`src/core/spimsp_pkg.sv`:
```
// Constants, types and divider table of the SPI master/slave port.
// Assumes one system clock; the registers are reached over AHB-Lite.
package spimsp_pkg;

  // ---------------------------------------------------------------
  // Register indices (byte address is four times the index)
  // ---------------------------------------------------------------
  localparam logic [15:0] CTRL_IDX = 16'h2540;
  localparam logic [15:0] STAT_IDX = 16'h2541;
  localparam logic [15:0] DATA_IDX = 16'h2542;
  localparam logic [15:0] EXT_IDX  = 16'h2543;

  // ---------------------------------------------------------------
  // Field positions and reset values
  // ---------------------------------------------------------------
  localparam int CTRL_IE  = 7;
  localparam int CTRL_EN  = 6;
  localparam int CTRL_MS  = 4;
  localparam int CTRL_POL = 3;
  localparam int CTRL_PHA = 2;
  localparam int STAT_DONE = 7;
  localparam int STAT_COL  = 6;
  localparam int EXT_CNT   = 6;
  localparam logic [7:0] CTRL_RST  = 8'h10;
  localparam logic [7:0] EXT_RST   = 8'h02;
  localparam logic [7:0] CTRL_MASK = 8'hdf;
  localparam logic [7:0] EXT_MASK  = 8'hc3;

  // ---------------------------------------------------------------
  // FIFOs and bus
  // ---------------------------------------------------------------
  localparam int         FIFO_AW    = 2;
  localparam logic [2:0] FIFO_DEPTH = 3'h4;
  localparam logic [1:0] HTRANS_NSQ = 2'h2;

  typedef enum logic {ENG_IDLE, ENG_RUN} spimsp_eng_type;

  // Half period in system clocks for the four-bit rate code
  function automatic logic [11:0] spimsp_half(input logic [3:0] code);
    unique case (code)
      4'h3:    spimsp_half = 12'h010;
      4'h4:    spimsp_half = 12'h020;
      4'h5:    spimsp_half = 12'h008;
      4'h6:    spimsp_half = 12'h040;
      4'h7:    spimsp_half = 12'h080;
      4'h8:    spimsp_half = 12'h100;
      4'h9:    spimsp_half = 12'h200;
      4'ha:    spimsp_half = 12'h400;
      4'hb:    spimsp_half = 12'h800;
      default: spimsp_half = 12'h004;
    endcase
  endfunction : spimsp_half

endpackage : spimsp_pkg

```
`src/core/spimsp_top.sv`:
```
// SPI master/slave port with control, status and data registers.
// Assumes an AHB-Lite master on hclk and a peer on the SPI pins.
// What this block does
// - Every byte shifts out and in at the same time.
// - Master mode: writing the data buffer starts a transfer.
// - After done, reading the data buffer gives the received byte.
// - Writes go to a transmit FIFO, reads come from a receive FIFO.
// - Slave mode: sends the byte written before the master clocks.
// - Slave mode: with no byte loaded, master clocks are ignored.
// - Slave mode: received byte readable when done is raised.
// - Control bit 7 enables the interrupt; resets to 0.
// - Control bit 6 enables the port; resets to 0.
// - Control bit 4 selects master when 1; resets to 1.
// - Control bit 3 gives the idle level of the serial clock.
// - Polarity/phase pair picks the data transition edge.
// - Slave, polarity equal phase: change on fall, capture on rise.
// - Slave, polarity unlike phase: change on rise, capture on fall.
// - Control bits 1:0 with extended bits select master clock rate.
// - Status bit 7 set per byte, sticky, drives interrupt.
// - Status bit 6 set on data write with transmit FIFO full.
// - Status bits 3..0: tx full, tx empty, rx full, rx empty.
// - Four-bit rate code maps to system clock dividers 8..4096.
// - Extended byte count plus one gives bytes per master burst.
//
// Local design decision: the AHB-Lite slave port.
module spimsp_top
  import spimsp_pkg::*;
(
  // Clock and reset
  input  wire logic        hclk,
  input  wire logic        hresetn,
  // AHB-Lite slave
  input  wire logic        hsel,
  input  wire logic [31:0] haddr,
  input  wire logic [1:0]  htrans,
  input  wire logic        hwrite,
  input  wire logic [2:0]  hsize,
  input  wire logic [31:0] hwdata,
  input  wire logic        hready,
  output logic             hreadyout,
  output logic             hresp,
  output logic [31:0]      hrdata,
  // Serial clock pin
  input  wire logic        sck_in,
  output logic             sck_out,
  output logic             sck_oe_n,
  // Master-out pin
  input  wire logic        mosi_in,
  output logic             mosi_out,
  output logic             mosi_oe_n,
  // Master-in pin
  input  wire logic        miso_in,
  output logic             miso_out,
  output logic             miso_oe_n,
  // Interrupt request
  output logic             spi_irq
);
  import spimsp_pkg::*;

  // ---------------------------------------------------------------
  // State
  // ---------------------------------------------------------------
  typedef struct packed {
    logic [7:0]        ctrl;
    logic [7:0]        ext;
    logic              done;
    logic              col;
    spimsp_eng_type    eng;
    logic [7:0]        tx_sh;
    logic [7:0]        rx_sh;
    logic [2:0]        bitn;
    logic [1:0]        left;
    logic [10:0]       div;
    logic              sck;
    logic [2:0]        s1;
    logic [2:0]        s2;
    logic [2:0]        s3;
    logic [2:0]        f;
    logic [3:0][7:0]   txm;
    logic [FIFO_AW:0]  tx_wp;
    logic [FIFO_AW:0]  tx_rp;
    logic [3:0][7:0]   rxm;
    logic [FIFO_AW:0]  rx_wp;
    logic [FIFO_AW:0]  rx_rp;
    logic              ap_v;
    logic [1:0]        ap_r;
    logic [7:0]        rdat;
  } spimsp_st_type;

  spimsp_st_type q;
  spimsp_st_type d;

  logic [2:0]  tx_cnt;
  logic [2:0]  rx_cnt;
  logic        txf;
  logic        txe;
  logic        rxf;
  logic        rxe;
  logic        en;
  logic        ms;
  logic        pol;
  logic        pha;
  logic [11:0] half;
  logic        hit;
  logic        lead;
  logic        trail;
  logic        sin;
  logic        load;
  logic        byte_done;
  logic        wr_data;

  assign tx_cnt = q.tx_wp - q.tx_rp;
  assign rx_cnt = q.rx_wp - q.rx_rp;
  assign txf    = (tx_cnt == FIFO_DEPTH);
  assign txe    = (tx_cnt == 3'h0);
  assign rxf    = (rx_cnt == FIFO_DEPTH);
  assign rxe    = (rx_cnt == 3'h0);
  assign en     = q.ctrl[CTRL_EN];
  assign ms     = q.ctrl[CTRL_MS];
  assign pol    = q.ctrl[CTRL_POL];
  assign pha    = q.ctrl[CTRL_PHA];
  assign half   = spimsp_half({q.ext[1:0], q.ctrl[1:0]});
  assign hit    = (haddr[31:4] == {14'h0, CTRL_IDX[15:2]})
                  && (haddr[1:0] == 2'h0);
  assign wr_data = q.ap_v && (q.ap_r == DATA_IDX[1:0]);

  // ---------------------------------------------------------------
  // Next state
  // ---------------------------------------------------------------
  always_comb begin
    d         = q;
    lead      = 1'b0;
    trail     = 1'b0;
    load      = 1'b0;
    byte_done = 1'b0;
    // Pin synchronisers, change counts once stages two and three agree
    d.s1 = {sck_in, mosi_in, miso_in};
    d.s2 = q.s1;
    d.s3 = q.s2;
    d.f  = (q.s2 & q.s3) | (q.f & (q.s2 | q.s3));
    // Agreed value used at once: one more flop would make the master
    // sample the previous bit at the fastest rate
    sin  = ms ? d.f[0] : d.f[1];

    // Address phase; reads answer from registered data
    d.ap_v = 1'b0;
    if (hsel && hready && htrans == HTRANS_NSQ) begin
      d.ap_v = hwrite && hit;
      d.ap_r = haddr[3:2];
      d.rdat = 8'h00;
      if (!hwrite && hit) begin
        unique case (haddr[3:2])
          2'h0: d.rdat = q.ctrl;
          2'h1: d.rdat = {q.done, q.col, 2'h0, txf, txe, rxf, rxe};
          2'h2: begin
            if (!rxe) begin
              d.rdat  = q.rxm[q.rx_rp[FIFO_AW-1:0]];
              d.rx_rp = q.rx_rp + 3'h1;
            end
          end
          2'h3: d.rdat = q.ext;
        endcase
      end
    end

    // Data phase writes
    if (q.ap_v) begin
      unique case (q.ap_r)
        2'h0: d.ctrl = hwdata[7:0] & CTRL_MASK;
        2'h1: begin
          d.done = q.done & hwdata[STAT_DONE];
          d.col  = q.col & hwdata[STAT_COL];
        end
        2'h2: begin
          if (txf) begin
            d.col = 1'b1;
          end else begin
            d.txm[q.tx_wp[FIFO_AW-1:0]] = hwdata[7:0];
            d.tx_wp = q.tx_wp + 3'h1;
          end
        end
        2'h3: d.ext = hwdata[7:0] & EXT_MASK;
      endcase
    end

    // Transfer engine
    unique case (q.eng)
      ENG_IDLE: begin
        d.sck = pol;
        // Slave waits here without a byte, so clocks are ignored
        if (en && !txe) begin
          load   = 1'b1;
          d.left = ms ? q.ext[EXT_CNT+1:EXT_CNT] : 2'h0;
        end
      end
      ENG_RUN: begin
        if (!en) begin
          d.eng = ENG_IDLE;
        end else if (ms) begin
          if ({1'b0, q.div} == half - 12'h001) begin
            d.div = 11'h000;
            d.sck = ~q.sck;
            lead  = (q.sck == pol);
            trail = (q.sck != pol);
          end else begin
            d.div = q.div + 11'h001;
          end
        end else begin
          // Edges of the external clock only, never driven here
          lead  = (d.f[2] != q.f[2]) && (d.f[2] != pol);
          trail = (d.f[2] != q.f[2]) && (d.f[2] == pol);
        end
        // Phase 0 samples on leading and shifts on trailing
        if (lead) begin
          if (!pha) begin
            d.rx_sh = {q.rx_sh[6:0], sin};
          end else if (q.bitn != 3'h0) begin
            d.tx_sh = {q.tx_sh[6:0], 1'b0};
          end
        end
        if (trail) begin
          if (pha) begin
            d.rx_sh = {q.rx_sh[6:0], sin};
          end else begin
            d.tx_sh = {q.tx_sh[6:0], 1'b0};
          end
          d.bitn = q.bitn + 3'h1;
          if (q.bitn == 3'h7) begin
            byte_done = 1'b1;
          end
        end
        if (byte_done) begin
          d.done = 1'b1;
          if (!rxf) begin
            d.rxm[q.rx_wp[FIFO_AW-1:0]] = d.rx_sh;
            d.rx_wp = q.rx_wp + 3'h1;
          end
          if (ms && q.left != 2'h0 && !txe) begin
            load   = 1'b1;
            d.left = q.left - 2'h1;
          end else begin
            d.eng = ENG_IDLE;
          end
        end
      end
    endcase

    if (load) begin
      d.eng   = ENG_RUN;
      d.tx_sh = q.txm[q.tx_rp[FIFO_AW-1:0]];
      d.tx_rp = q.tx_rp + 3'h1;
      d.bitn  = 3'h0;
      d.div   = 11'h000;
      d.sck   = pol;
    end
  end

  // ---------------------------------------------------------------
  // Registers
  // ---------------------------------------------------------------
  always_ff @(posedge hclk or negedge hresetn) begin
    if (!hresetn) begin
      q      <= '0;
      q.ctrl <= CTRL_RST;
      q.ext  <= EXT_RST;
      q.eng  <= ENG_IDLE;
    end else begin
      q <= d;
    end
  end

  // ---------------------------------------------------------------
  // Outputs
  // ---------------------------------------------------------------
  assign hreadyout = 1'b1;
  assign hresp     = 1'b0;
  assign hrdata    = {24'h0, q.rdat};
  assign sck_out   = q.sck;
  assign sck_oe_n  = !(en && ms);
  assign mosi_out  = q.tx_sh[7];
  assign mosi_oe_n = !(en && ms);
  assign miso_out  = q.tx_sh[7];
  assign miso_oe_n = !(en && !ms && q.eng == ENG_RUN);
  assign spi_irq   = q.ctrl[CTRL_IE] && q.done;
endmodule : spimsp_top

```
`config.mk`:
```
export PLATFORM = sky130hd
export DESIGN_NAME = spimsp_top
export DESIGN_NICKNAME = d
export VERILOG_FILES = /design/src/core/spimsp_pkg.sv /design/src/core/spimsp_top.sv
export SDC_FILE = /design/constraint.sdc
export NUM_CORES = 1
export LEC_CHECK = 0
export BUFFER_PORTS_ARGS = -buffer_cell sky130_fd_sc_hd__buf_2
export CORE_ASPECT_RATIO = 1.2
export CORE_MARGIN = 2
export CORE_UTILIZATION = 47
export DETAILED_ROUTE_END_ITERATION = 8
export GPL_TIMING_DRIVEN = 1
export PLACE_DENSITY = 0.69
export SYNTH_ARGS = -nofsm -noshare
export SYNTH_HDL_FRONTEND = slang
export SYNTH_SLANG_ARGS = --single-unit
export TNS_END_PERCENT = 50
```
`constraint.sdc`:
```
create_clock -name hclk -period 3.4 [get_ports hclk]
set_input_delay 0.34 -clock hclk [delete_from_list [all_inputs] [get_ports hclk]]
set_output_delay 0.34 -clock hclk [all_outputs]
set_load 0.01 [all_outputs]
```
Word-level counts from Yosys, hierarchy flattened. Memory sizes are Yosys's and may differ from the RTL's. Cells that the tools add are included.

Logic and storage cells: 187. Register bits after elaboration: 146. Memories kept: 1. ROM bits: 160.

Bitwise logic cells: 11. Multiplexer cells: 62. Reduce and logical (&&, ||, !) cells: 43. Magnitude comparators: 6. Eq/ne operators: 24. $add $sub $neg: 10.

Memory list: (no name shown) (depth 16, width 10, read ports 1, clocked after memory_dff 0, write ports 0, line spimsp_pkg.sv:40) `unique case (code)`.

Operators by type and width (number): $mux 8 (11); $bwmux 32 (2); $mux 19 (2); $mux 12 (3); $mux 11 (3); $bmux 8 s2 (2); $demux 8 s2 (2); $pmux 8 s4 (1); $eq 28x12->1 const B (1); $mux 1 (23); $mux 20 (1); $reduce_and 3->1 (6); $logic_and 1x1->1 (16); $mux 16 (1); $add 3x1->3 const B (5); $eq 11x12->1 (1); $lt 2x3->1 const B (4); $reduce_bool 2->1 (6); $sub 12x1->12 const B (1); $add 11x1->11 const B (1); $eq 2x2->1 const B (5); $mux 2 (5); $eq 3x3->1 const B (3); $mux 9 (1); other kinds (22) (50).

Longest topological paths before layout. Gate-level depths: netlist of the first run.

Depth after elaboration: 14. Mapped depth: 13. Gate-level depth less buffers: 10.

Worst setup path before layout of the first run. OpenSTA, ideal clock, no wires.

Kind: register to register. Start point: register q[136] in the netlist's numbering. End point: register q[17] in the netlist's numbering. Cell stages (with the launch flop): 13. Library setup time: 0.125 ns. Data arrival time: 3.230 ns. Setup slack: 0.045 ns. Cell sequence: dfstp_2 > buf_2 > buf_2 > a21oi_1 > ha_1 > buf_2 > nor4b_2 > o21ai_1 > and3_1 > nor4_4 > a41oi_4 > nor3_4 > mux2_2.

Cells in the longest elaborated chain, start to end: 12. Elaborated cells between the ends (all ways): 19.

RTL lines: from (decl) (line spimsp_top.sv:90) `spimsp_st_type q;`; $mem_v2 16x10 (*); $sub 12x1->12 (*) (line spimsp_top.sv:200) `if ({1'b0, q.div} == half - 12'h001) begin`; $eq 11x12->1 (*) (line spimsp_top.sv:200); $mux 1 (line spimsp_top.sv:200); $mux 1 (line spimsp_top.sv:199) `end else if (ms) begin`; $mux 1 (line spimsp_top.sv:197) `if (!en) begin`; $mux 1 (line spimsp_top.sv:187) `unique case (q.eng)`; $mux 16 (line spimsp_top.sv:214) `if (lead) begin`; $mux 8 (line spimsp_top.sv:222) `if (pha) begin`; $mux 19 (line spimsp_top.sv:221) `if (trail) begin`; $mux 19 (line spimsp_top.sv:187); $bwmux 32 (line spimsp_top.sv:235) `d.rxm[q.rx_wp[FIFO_AW-1:0]] = d.rx_sh;`.

Every way passes the cells marked *; elsewhere a longest branch is shown, timed or not. The select of a mux whose other input is x is not followed. A chain may end at the register's enable or synchronous reset.

Worst setup path in the final report of the first run.
Start point: register q[136] in the netlist's numbering. End point: register q[18] in the netlist's numbering.

Same word-level chain as after synthesis.

==> results.cfg, run 1 <==
[global_routing]
grt_pass1_wl_microns = 27400
grt_max_degree = 109
antenna_found_initial = 0
overflow = 0
grtUsageTotal_pct = 20.5
grt_pass1_vias = 5423

[setup_path]
rrSetupSlack_ns = 0.23
path_delay_family = multiplexers
path_buf_inv = 3
worst_setup_path_end_kind = flip-flop
crit_fanout = 8
cp-endpoint = q[18]
worst_r2r_endpoint = q[18]
cp_slowest_stage_delay_ns = 0.57
path_depth = 13
r2r_cells = 13
worst-endpoint-required_ns = 3.72
startpoint = q[136]
slowest_stage = dfstp_2
crit_chain = a211oi_2 > a21oi_1 > ha_2 > buf_4 > xor2_1 > xnor2_1 > nand4_1 > nor3_4 > buf_4 > a31oi_4 > buf_12 > mux2_2 > mux2_2
startpoint_type = flip-flop
worstPathArrival_ns = 3.49
path_class = flip-flop to flip-flop
timing.rr.start = q[136]

[synth]
synth_top_family_by_area = multiplexers
ys_ff_latch = 146
synth.avg_cell_area_sq_um = 11.8
yosys.area.top_type = dfrtp_1
synth_cells = 649
yosys.area_share.simple_pct = 11.5
ys_top_cells_by_area = dfrtp_1 47%, mux2_2 15%, mux4_2 4.7%
synth_edf_count = 0
synthAdderAreaFrac_pct = 3.66
synth-compound-area-share_pct = 7.72
netlist.area_leader.share_pct = 47.1
async_reset_ff_share_pct = 100
synthFlopType = dfrtp_1
yosys_warnings = 0
synth_area_sq_um = 7650
muxShareOfSynthArea_pct = 19.8
synth-xor-area-share_pct = 3.21
synth.most_common_cell = dfrtp_1
synth.distinct_cells = 64
synthTopCellsByCount = 144 x dfrtp_1, 99 x mux2_2, 43 x nand2_1
seq_area_frac_synth_pct = 47.8

[floorplanning]
die_area_sq_um = 17300
placementRows = 51
chipHeight_microns = 144
die_x_microns = 120
design.core.area_sq_um = 16100
initial_core_util_pct = 47.6
ioPinCount = 118

[clocking]
clkLatencyLatePin_ns = 0.43
cts_made_buffers = 17
hold_buffers = 0
cts_tree = done
cts_max_path_buffers = 2
cts_sinks = 146
clk_pin_slew_ns = 0.06
cts_root_buf = clkbuf_16
htree_num_levels = 4

[sta]
fin_setup_tns_ns = 0
max_freq_mhz = 315
rsz0062_at_grt = false
worst_pin_slew_ns = 0.951
hold_violations = 0
final_max_slew_viol_count = 0
fin_crit_sh_pct = 93.3
slew_headroom_pct = 36.6
finClkSkew_ns = 0.00949
min_period_ns = 3.17
setup_viol = 0

[routing]
drt_iter0_drc = 370
dr.pass1.iters = 4
drcViolationCount = 0
postRouteWirelength_microns = 16500
wire_per_inst_microns = 17.4
num_vias = 5241
via_per_inst = 5.53
drtAntennaViolNets = 0

[status]
status = complete, no violations

[pwr]
cellPowerDensity_nw_per_um2 = 434
vdd_drop_max_uv = 316
p_leak_nw = 3.99

[final_layout]
final_util_pct = 54.8
antenna_cells = 0
areaGrowthSynthToFinish_pct = 15.3
drive_gt1_share_pct = 35.7
fin_nets = 820

[min_path]
holdCritPathClass = primary input to flip-flop

[place]
gpl.final_weighted_congestion = 0.909
portBuffers = 64
hpwl_microns = 11900

[job]
drv_cap = 0
==> cells by family (layout without fill, tap and decap cells) <==
kind of cell,count (synthesis),after routing
simple gates,158,158
flops,146,146
mux,119,119
buf+inv,88,151
compound gates,85,85
xor+xnor,28,28
fa+ha+maj,23,23
other cells,2,26
==> layout by cell type, fill, tap and decap left out, drive strengths merged, types with 11 or more instances in the layout <==
| master | count |
|---|---|
| ha | 20 |
| xor2 | 11 |
| buf | 92 |
| a21oi | 16 |
| nand2 | 43 |
| conb | 26 |
| mux4 | 16 |
| nor2 | 28 |
| o21ai | 24 |
| nand3 | 13 |
| mux2 | 99 |
| nor3 | 18 |
| xnor2 | 17 |
| inv | 36 |
| dfrtp | 144 |
| clkbuf | 18 |
==> per-layer routing <==
layer | vias to the layer above | global-route usage (%) | part of all wire [%] | wire (microns)
met1 | 2661 | 24.8 | 41 | 6800
met2 | 119 | 35.9 | 53 | 8730
met4 | 0 | 8.38 | 2.2 | 363
met5 | - | 0 | 0 | 0
li1 | 2436 | - | - | -
met3 | 25 | 4.21 | 3.9 | 645
==> through the flow <==
stage | hold WS [ns] | power (W) | area, sq um | std cells | worst slack, ns
after global routing | 0.00795 | 0.00395 | 8820 | 948 | 0.0699
after global placement | 0.333 | 0.00201 | 8150 | 912 | 0.0857
after CTS | 0.00736 | 0.00384 | 8730 | 944 | 0.00886
after detailed placement | 0.337 | 0.00201 | 8150 | 912 | 0.0159
after floorplan | 0.0444 | 0.00194 | 7740 | 673 | 0.0452
final | 0.0129 | 0.00383 | 8820 | 948 | 0.229
==> flip-flops by register name, indices dropped and copies added (netlist names) <==
| signal | count |
|---|---|
| sck_out | 1 |
| pol | 1 |
| pha | 1 |
| ms | 1 |
| en | 1 |
| hrdata | 8 |
| d | 6 |
| q | 126 |
| miso_out | 1 |
==> worst min-delay path by stage <==
stage	from	to	slack, ns	cells past startpoint
after floorplan	hresetn	d[90]	0.04	0
after global placement	d[94]	d[91]	0.33	0
after detailed placement	d[95]	d[92]	0.34	0
after CTS	sck_in	d[95]	0.007	1
after global routing	sck_in	d[95]	0.008	1
final	miso_in	d[93]	0.01	1
==> area by class of cell <==
cell class	instances	area, sq um
Clock buffer	18	439
Tap cell	212	265
Timing Repair Buffer	92	566
Multi-Input combinational cell	439	3650
Clock inverter	14	139
Fill cell	1318	7260
Sequential cell	146	3660
Inverter	27	101
==> what timing repair did <==
| item | in CTS | in global routing |
|---|---|---|
| endpoints found under the setup margin | 0 | 63 |
| setup buffers | 0 | 4 |
| resized for setup | 0 | 8 |
==> worst reg2reg max path: cells and delay by family, from the launching register on <==
family | cells | cell delay (ns)
buf+inv | 3 | 0.50
xor+xnor | 2 | 0.31
mux | 2 | 0.60
fa+ha+maj | 1 | 0.28
compound gates | 3 | 0.28
flops | 1 | 0.57
simple gates | 2 | 0.52
==> where the power goes <==
part           internal (W)  leakage, nW  total [W]  switching (W)
Sequential          0.00177         1.91    0.00180      0.0000233
Clock               0.00105        0.277    0.00184       0.000791
Combinational     0.0000818         1.81   0.000192       0.000111
Total               0.00290         3.99    0.00383       0.000925
(Power assumes the default switching activity.)
==> run 2, diff against run 1 <==
--- a/config.mk
+++ b/config.mk
@@ -5,13 +5,14 @@
 export SDC_FILE = /design/constraint.sdc
 export NUM_CORES = 1
 export LEC_CHECK = 0
-export BUFFER_PORTS_ARGS = -buffer_cell sky130_fd_sc_hd__buf_2
+export ABC_AREA = 1
+export BUFFER_PORTS_ARGS = -buffer_cell sky130_fd_sc_hd__buf_4
 export CORE_ASPECT_RATIO = 1.2
-export CORE_MARGIN = 2
+export CORE_MARGIN = 3
 export CORE_UTILIZATION = 47
 export DETAILED_ROUTE_END_ITERATION = 8
 export GPL_TIMING_DRIVEN = 1
-export PLACE_DENSITY = 0.69
+export PLACE_DENSITY = 0.68
 export SYNTH_ARGS = -nofsm -noshare
 export SYNTH_HDL_FRONTEND = slang
 export SYNTH_SLANG_ARGS = --single-unit
==> run 2 against run 1 <==
Register-to-register slack better by 0.07 ns. Core utilization is 0.81 points higher. Clock-buffer cell count stayed put. Synthesized area is 3.0% higher. Total power is 2.8% lower. Sequential cell count stayed put. Synthesized cell count is 52% higher. Sequential share of layout area is 1.2 points lower. Critical endpoint is now q[35].
==> results.cfg, run 2 <==
[status]
status = complete, no violations

[pwr]
cellPowerDensity_nw_per_um2 = 409
vdd_drop_max_uv = 300
p_leak_nw = 4.74

[synth]
yosys.area.top_type = dfrtp_1
synthFlopType = dfrtp_1
ys_top_cells_by_area = dfrtp_1 46%, nand2_1 12%, nand3_1 6.9%
synth_area_sq_um = 7880
ys_ff_latch = 146
async_reset_ff_share_pct = 100
synth_edf_count = 0
synth.most_common_cell = nand2_1
synthTopCellsByCount = 242 x nand2_1, 144 x dfrtp_1, 109 x nand3_1
synth.avg_cell_area_sq_um = 7.98
synth_cells = 987
yosys_warnings = 0
seq_area_frac_synth_pct = 46.4
synth.distinct_cells = 49
netlist.area_leader.share_pct = 45.7

[final_layout]
multi_input_area_sq_um = 3520
antenna_cells = 0
fill_cells = 1550
final_common_cell = nand2_1
top_register = q
drive_gt1_share_pct = 13.4
stdcell_count = 1278
final_area_sq_um = 9090
final_cell_mix = 242 x nand2_1, 144 x dfrtp_1, 109 x nand3_1
seqCellArea_sq_um = 3660
largest_reg_flops = 126
fin_nets = 1150
areaGrowthSynthToFinish_pct = 15.4

[floorplanning]
design.core.area_sq_um = 16300
die_area_sq_um = 18400
placementRows = 51
die_x_microns = 124
chipHeight_microns = 148
ioPinCount = 118
initial_core_util_pct = 48.2

[global_routing]
grtUsageTotal_pct = 21.8
grt_pass1_vias = 6289
grt_pass1_wl_microns = 31300
antenna_found_initial = 0
grt_max_degree = 71
overflow = 0

[place]
portBuffers = 64
placed_cell_area_sq_um = 8470
hpwl_microns = 13500
dp_cells = 1241
gpl.final_weighted_congestion = 0.895

[clocking]
htree_num_levels = 4
cts_sinks = 146
cts_tree = done
cts_root_buf = clkbuf_16
clk_pin_slew_ns = 0.06
clkLatencyLatePin_ns = 0.43
cts_max_path_buffers = 2
cts_made_buffers = 17

[routing]
wire_per_inst_microns = 14.7
via_per_inst = 5.19
dr.pass1.iters = 5
postRouteWirelength_microns = 18800
drtAntennaViolNets = 0
drcViolationCount = 0
drt_iter0_drc = 511
num_vias = 6627

[sta]
setup_viol = 0
fin_setup_tns_ns = 0
worst_pin_slew_ns = 0.690
max_freq_mhz = 322
rsz0062_at_grt = false
min_period_ns = 3.10
hold_ws_ns = 0.0285
finClkSkew_ns = 0.0114
hold_violations = 0
fin_crit_sh_pct = 91.3
final_max_slew_viol_count = 0
slew_headroom_pct = 53.6

[setup_path]
worstPathArrival_ns = 3.42
timing.rr.start = q[136]
worst_setup_path_end_kind = flip-flop
worst-endpoint-required_ns = 3.72
startpoint = q[136]
startpoint_type = flip-flop
path_class = flip-flop to flip-flop
crit_fanout = 9

[min_path]
holdCritPathClass = primary input to flip-flop
hold_start = mosi_in

[job]
drv_cap = 0
-- run 2: cell types whose count changed in the layout (fill, tap and decap cells not counted), sizes merged, moves of 14 or more --
cell	before	now
inv	36	113
mux4	16	0
mux2	99	0
nand2	43	245
o21ai	24	107
o22ai	2	16
nand3	13	111
nor2	28	86
-- run 2: per-layer routing --
metal | part of all wire (%) | track usage [%]
met2 | 48 | 35.1
met1 | 46 | 29.6
met5 | 0 | 0
met3 | 4.0 | 3.90
met4 | 1.9 | 7.29
-- run 2: cell families after synthesis --
logic type | synth area share, %
compound gates | 10.7
xor+xnor | 1.87
fa+ha+maj | 3.43
buf+inv | 10.0
flops | 46.4
other cells | 0.0953
simple gates | 27.5
-- run 2: timing repair --
action,4_1_cts,5_1_grt
endpoints found under the hold margin,66,0
setup endpoints to repair,0,43
gates resized for setup,0,1
hold buffers,1,0
buffers inserted,0,4
-- run 2: metrics by stage --
stage / setup slack [ns] / utilization [%] / total power, W
floorplan: 0.673 / - / 0.00189
global placement: 0.195 / 51.8 / 0.00198
detailed placement: 0.130 / 51.8 / 0.00199
CTS: 0.107 / 55.3 / 0.00376
global route: 0.0364 / 55.7 / 0.00385
finish: 0.296 / 55.7 / 0.00372
-- run 2: area by class of cell --
| type | instances | share of cell area (%) |
|---|---|---|
| Clock buffer | 18 | 4.83 |
| Clock inverter | 14 | 1.31 |
| Inverter | 106 | 4.40 |
| Multi-Input combinational cell | 698 | 38.8 |
| Sequential cell | 146 | 40.2 |
| Tap cell | 212 | 2.92 |
| Timing Repair Buffer | 84 | 7.56 |
-- run 2: critical path, stage by stage, from the launching register on --
cell and delay (ns):
dfstp_2 0.66, nand2_1 0.12, nand2_1 0.14, inv_1 0.06
ha_1 0.30, nand2_1 0.07, nand2_1 0.04, nor2_1 0.09
nand3_1 0.07, nor2_1 0.09, nand3_1 0.10, nor2_2 0.17
nand4_2 0.20, nand2_4 0.16, nand3b_4 0.09, buf_12 0.16
nor2_8 0.19, inv_2 0.12, nand2_1 0.08, nand2_1 0.05
-- run 2: final timing paths --
path / to / slack [ns] / depth (start not counted)
setup / recovery: q[35] / 0.30 / 19
hold / removal: d[94] / 0.03 / 1
setup reg to reg: q[35] / 0.30 / 19
hold reg to reg: d[90] / 0.35 / 0
max in group asynchronous: q[91] / 2.10 / 3
min in group asynchronous: q[100] / 0.49 / 2
-- run 2: power by group --
group          leakage [nW]  total [W]  internal (W)  switching [W]
Sequential             1.77    0.00176       0.00176     0.00000896
Clock                 0.271    0.00176      0.000975       0.000790
Combinational          2.70   0.000191     0.0000684       0.000122
==> run 3, diff against run 2 <==
--- a/config.mk
+++ b/config.mk
@@ -7,12 +7,15 @@
 export LEC_CHECK = 0
 export ABC_AREA = 1
 export BUFFER_PORTS_ARGS = -buffer_cell sky130_fd_sc_hd__buf_4
+export CAP_MARGIN = 25
 export CORE_ASPECT_RATIO = 1.2
 export CORE_MARGIN = 3
 export CORE_UTILIZATION = 47
+export CTS_BUF_LIST = sky130_fd_sc_hd__clkbuf_4
 export DETAILED_ROUTE_END_ITERATION = 8
 export GPL_TIMING_DRIVEN = 1
 export PLACE_DENSITY = 0.68
+export RECOVER_POWER = 50
 export SYNTH_ARGS = -nofsm -noshare
 export SYNTH_HDL_FRONTEND = slang
 export SYNTH_SLANG_ARGS = --single-unit
==> run 3 against run 2 <==
The run now ends with max-capacitance violations, max-slew violations left. Hold slack better by 0.027 ns. Routed wire length down 1.8%. Non-clock buffer count rose by 6. Register-to-register slack got worse by 0.03 ns. Fmax is 0.91% lower. Critical path depth shrank 1. Critical path type unchanged. Critical endpoint is now q[37]. Largest cell class unchanged.
==> results.cfg, run 3 (synthesis results as in run 2) <==
[status]
status = complete, but fails checks
violations = max-capacitance violations, max-slew violations

[setup_path]
crit_fanout = 9
crit_chain = nand2_1 > nand2_1 > inv_1 > ha_1 > nand2_1 > nand2_1 > nor2_1 > nand3_1 > nor2_1 > nand3_1 > nor2_2 > nand4_2 > nand2_4 > nand3b_4 > nor2_8 > inv_2 > nand2_1 > nand2_1
path_buf_inv = 2
startpoint_type = flip-flop
cp_slowest_stage_delay_ns = 0.62
worst_setup_path_end_kind = flip-flop
slowest_stage = dfrtp_1
worstPathArrival_ns = 3.61
critical_path.most_common_cell = nand2_1
path_delay_family = simple AND/OR/NAND/NOR gates
worst-endpoint-required_ns = 3.87
path_class = flip-flop to flip-flop

[floorplanning]
chipHeight_microns = 148
die_area_sq_um = 18400
initial_core_util_pct = 48.2
die_x_microns = 124
placementRows = 51
ioPinCount = 118
design.core.area_sq_um = 16300

[routing]
drtAntennaViolNets = 0
num_vias = 6536
wire_per_inst_microns = 14.4
drcViolationCount = 0
dr.pass1.iters = 5
drt_iter0_drc = 443
via_per_inst = 5.09
postRouteWirelength_microns = 18500

[global_routing]
grtUsageTotal_pct = 21.6
antenna_found_initial = 1
overflow = 0
grt_pass1_wl_microns = 31000
grt_max_degree = 71
grt_pass1_vias = 6208

[clocking]
htree_num_levels = 4
clk_pin_slew_ns = 0.13
cts_made_buffers = 17
cts_tree = done
clkLatencyLatePin_ns = 0.57
cts_sinks = 146
cts_max_path_buffers = 2
cts_root_buf = clkbuf_4

[pwr]
vdd_drop_max_uv = 274
p_leak_nw = 4.61
cellPowerDensity_nw_per_um2 = 336

[sta]
rsz0062_at_grt = false
slew_headroom_pct = -13.7
hold_violations = 0
worst_pin_slew_ns = 1.71
finClkSkew_ns = 0.0262
final_max_slew_viol_count = 71
min_period_ns = 3.13
fin_crit_sh_pct = 92.1
max_freq_mhz = 319
setup_viol = 0
fin_setup_tns_ns = 0

[final_layout]
final_cell_mix = 242 x nand2_1, 144 x dfrtp_1, 109 x nand3_1
areaGrowthSynthToFinish_pct = 11.8
fin_nets = 1156
top_register = q
drive_gt1_share_pct = 13.4
final_common_cell = nand2_1
largest_reg_flops = 126
fill_cells = 1598
seqCellArea_sq_um = 3660
final_util_pct = 53.9
final_area_sq_um = 8800
multi_input_area_sq_um = 3520

[place]
portBuffers = 64
placed_cell_area_sq_um = 8470
hpwl_microns = 13500
gpl.final_weighted_congestion = 0.895

[job]
drv_cap = 1

[min_path]
holdCritPathClass = primary input to flip-flop
run 3: cell types whose count changed in the layout (fill, tap and decap cells not counted):
| cell | change |
|---|---|
| buf_6 | -1 |
| diode_2 | +1 |
| clkbuf_4 | +21 |
| clkinv_1 | +1 |
| buf_12 | -2 |
| dlygate4sd3_1 | +4 |
| clkbuf_2 | +3 |
| buf_4 | -2 |
| clkbuf_16 | -17 |
| clkbuf_8 | -1 |
run 3: report_power, final:
part | internal [W] | leakage (nW) | switching [W]
logic | 0.0000680 | 2.71 | 0.000122
registers | 0.00175 | 1.77 | 0.00000866
clock network | 0.000308 | 0.134 | 0.000697
total | 0.00213 | 4.61 | 0.000827
run 3: timing repair:
| action | in CTS | in global routing |
|---|---|---|
| setup buffers | 0 | 6 |
| setup endpoints to repair | 0 | 55 |
| hold buffers | 5 | 0 |
| resized for setup | 0 | 1 |
| endpoints found under the hold margin | 70 | 0 |
run 3: routing by layer:
metal	vias to the layer above	track usage [%]	part of all wire, %
li1	3331	-	-
met1	3040	29.7	46
met2	141	34.3	48
met3	24	4.36	4.2
met4	0	6.52	1.7
met5	-	0	0
run 3: worst reg2reg max path: stages, from the launching register on:
cell and delay [ns]:
dfrtp_1 0.62, nand2_1 0.15, nand2_1 0.14, inv_1 0.06, ha_1 0.30, nand2_1 0.07
nand2_1 0.04, nor2_1 0.09, nand3_1 0.08, nor2_1 0.09, nand3_1 0.10, nor2_2 0.17
nand4_2 0.20, nand2_4 0.16, nand3b_4 0.26, nor2_8 0.26, inv_2 0.13, nand2_1 0.09
nand2_1 0.05
run 3: path summary, 6_finish.rpt:
check                      startpoint      to  slack (ns)  cells after the start
setup / recovery               q[135]   q[37]        0.27                     18
hold / removal                 hwrite   q[10]        0.06                      3
setup reg to reg               q[135]   q[37]        0.27                     18
hold reg to reg                 d[93]   d[90]        0.36                      0
max in group asynchronous     hresetn   q[41]        0.62                      3
min in group asynchronous     hresetn  q[100]        0.71                      2
run 3: final cells by class:
type	instances	area share (%)
Tap cell	212	3.01
Clock inverter	15	1.39
Timing Repair Buffer	90	8.01
Inverter	106	4.55
Sequential cell	146	41.5
Antenna cell	1	0.0284
Multi-Input combinational cell	698	40.0
Clock buffer	17	1.45
run 3: per-stage QoR:
step / setup slack (ns) / std cells / total power [W] / hold WS (ns)
final: 0.267 / 1285 / 0.00296 / 0.0556
after floorplan: 0.673 / 1011 / 0.00189 / 0.0444
after CTS: 0.120 / 1278 / 0.00300 / 0.00945
after global routing: 0.00161 / 1285 / 0.00310 / 0.00480
after global placement: 0.195 / 1241 / 0.00198 / 0.335
after detailed placement: 0.130 / 1241 / 0.00199 / 0.339
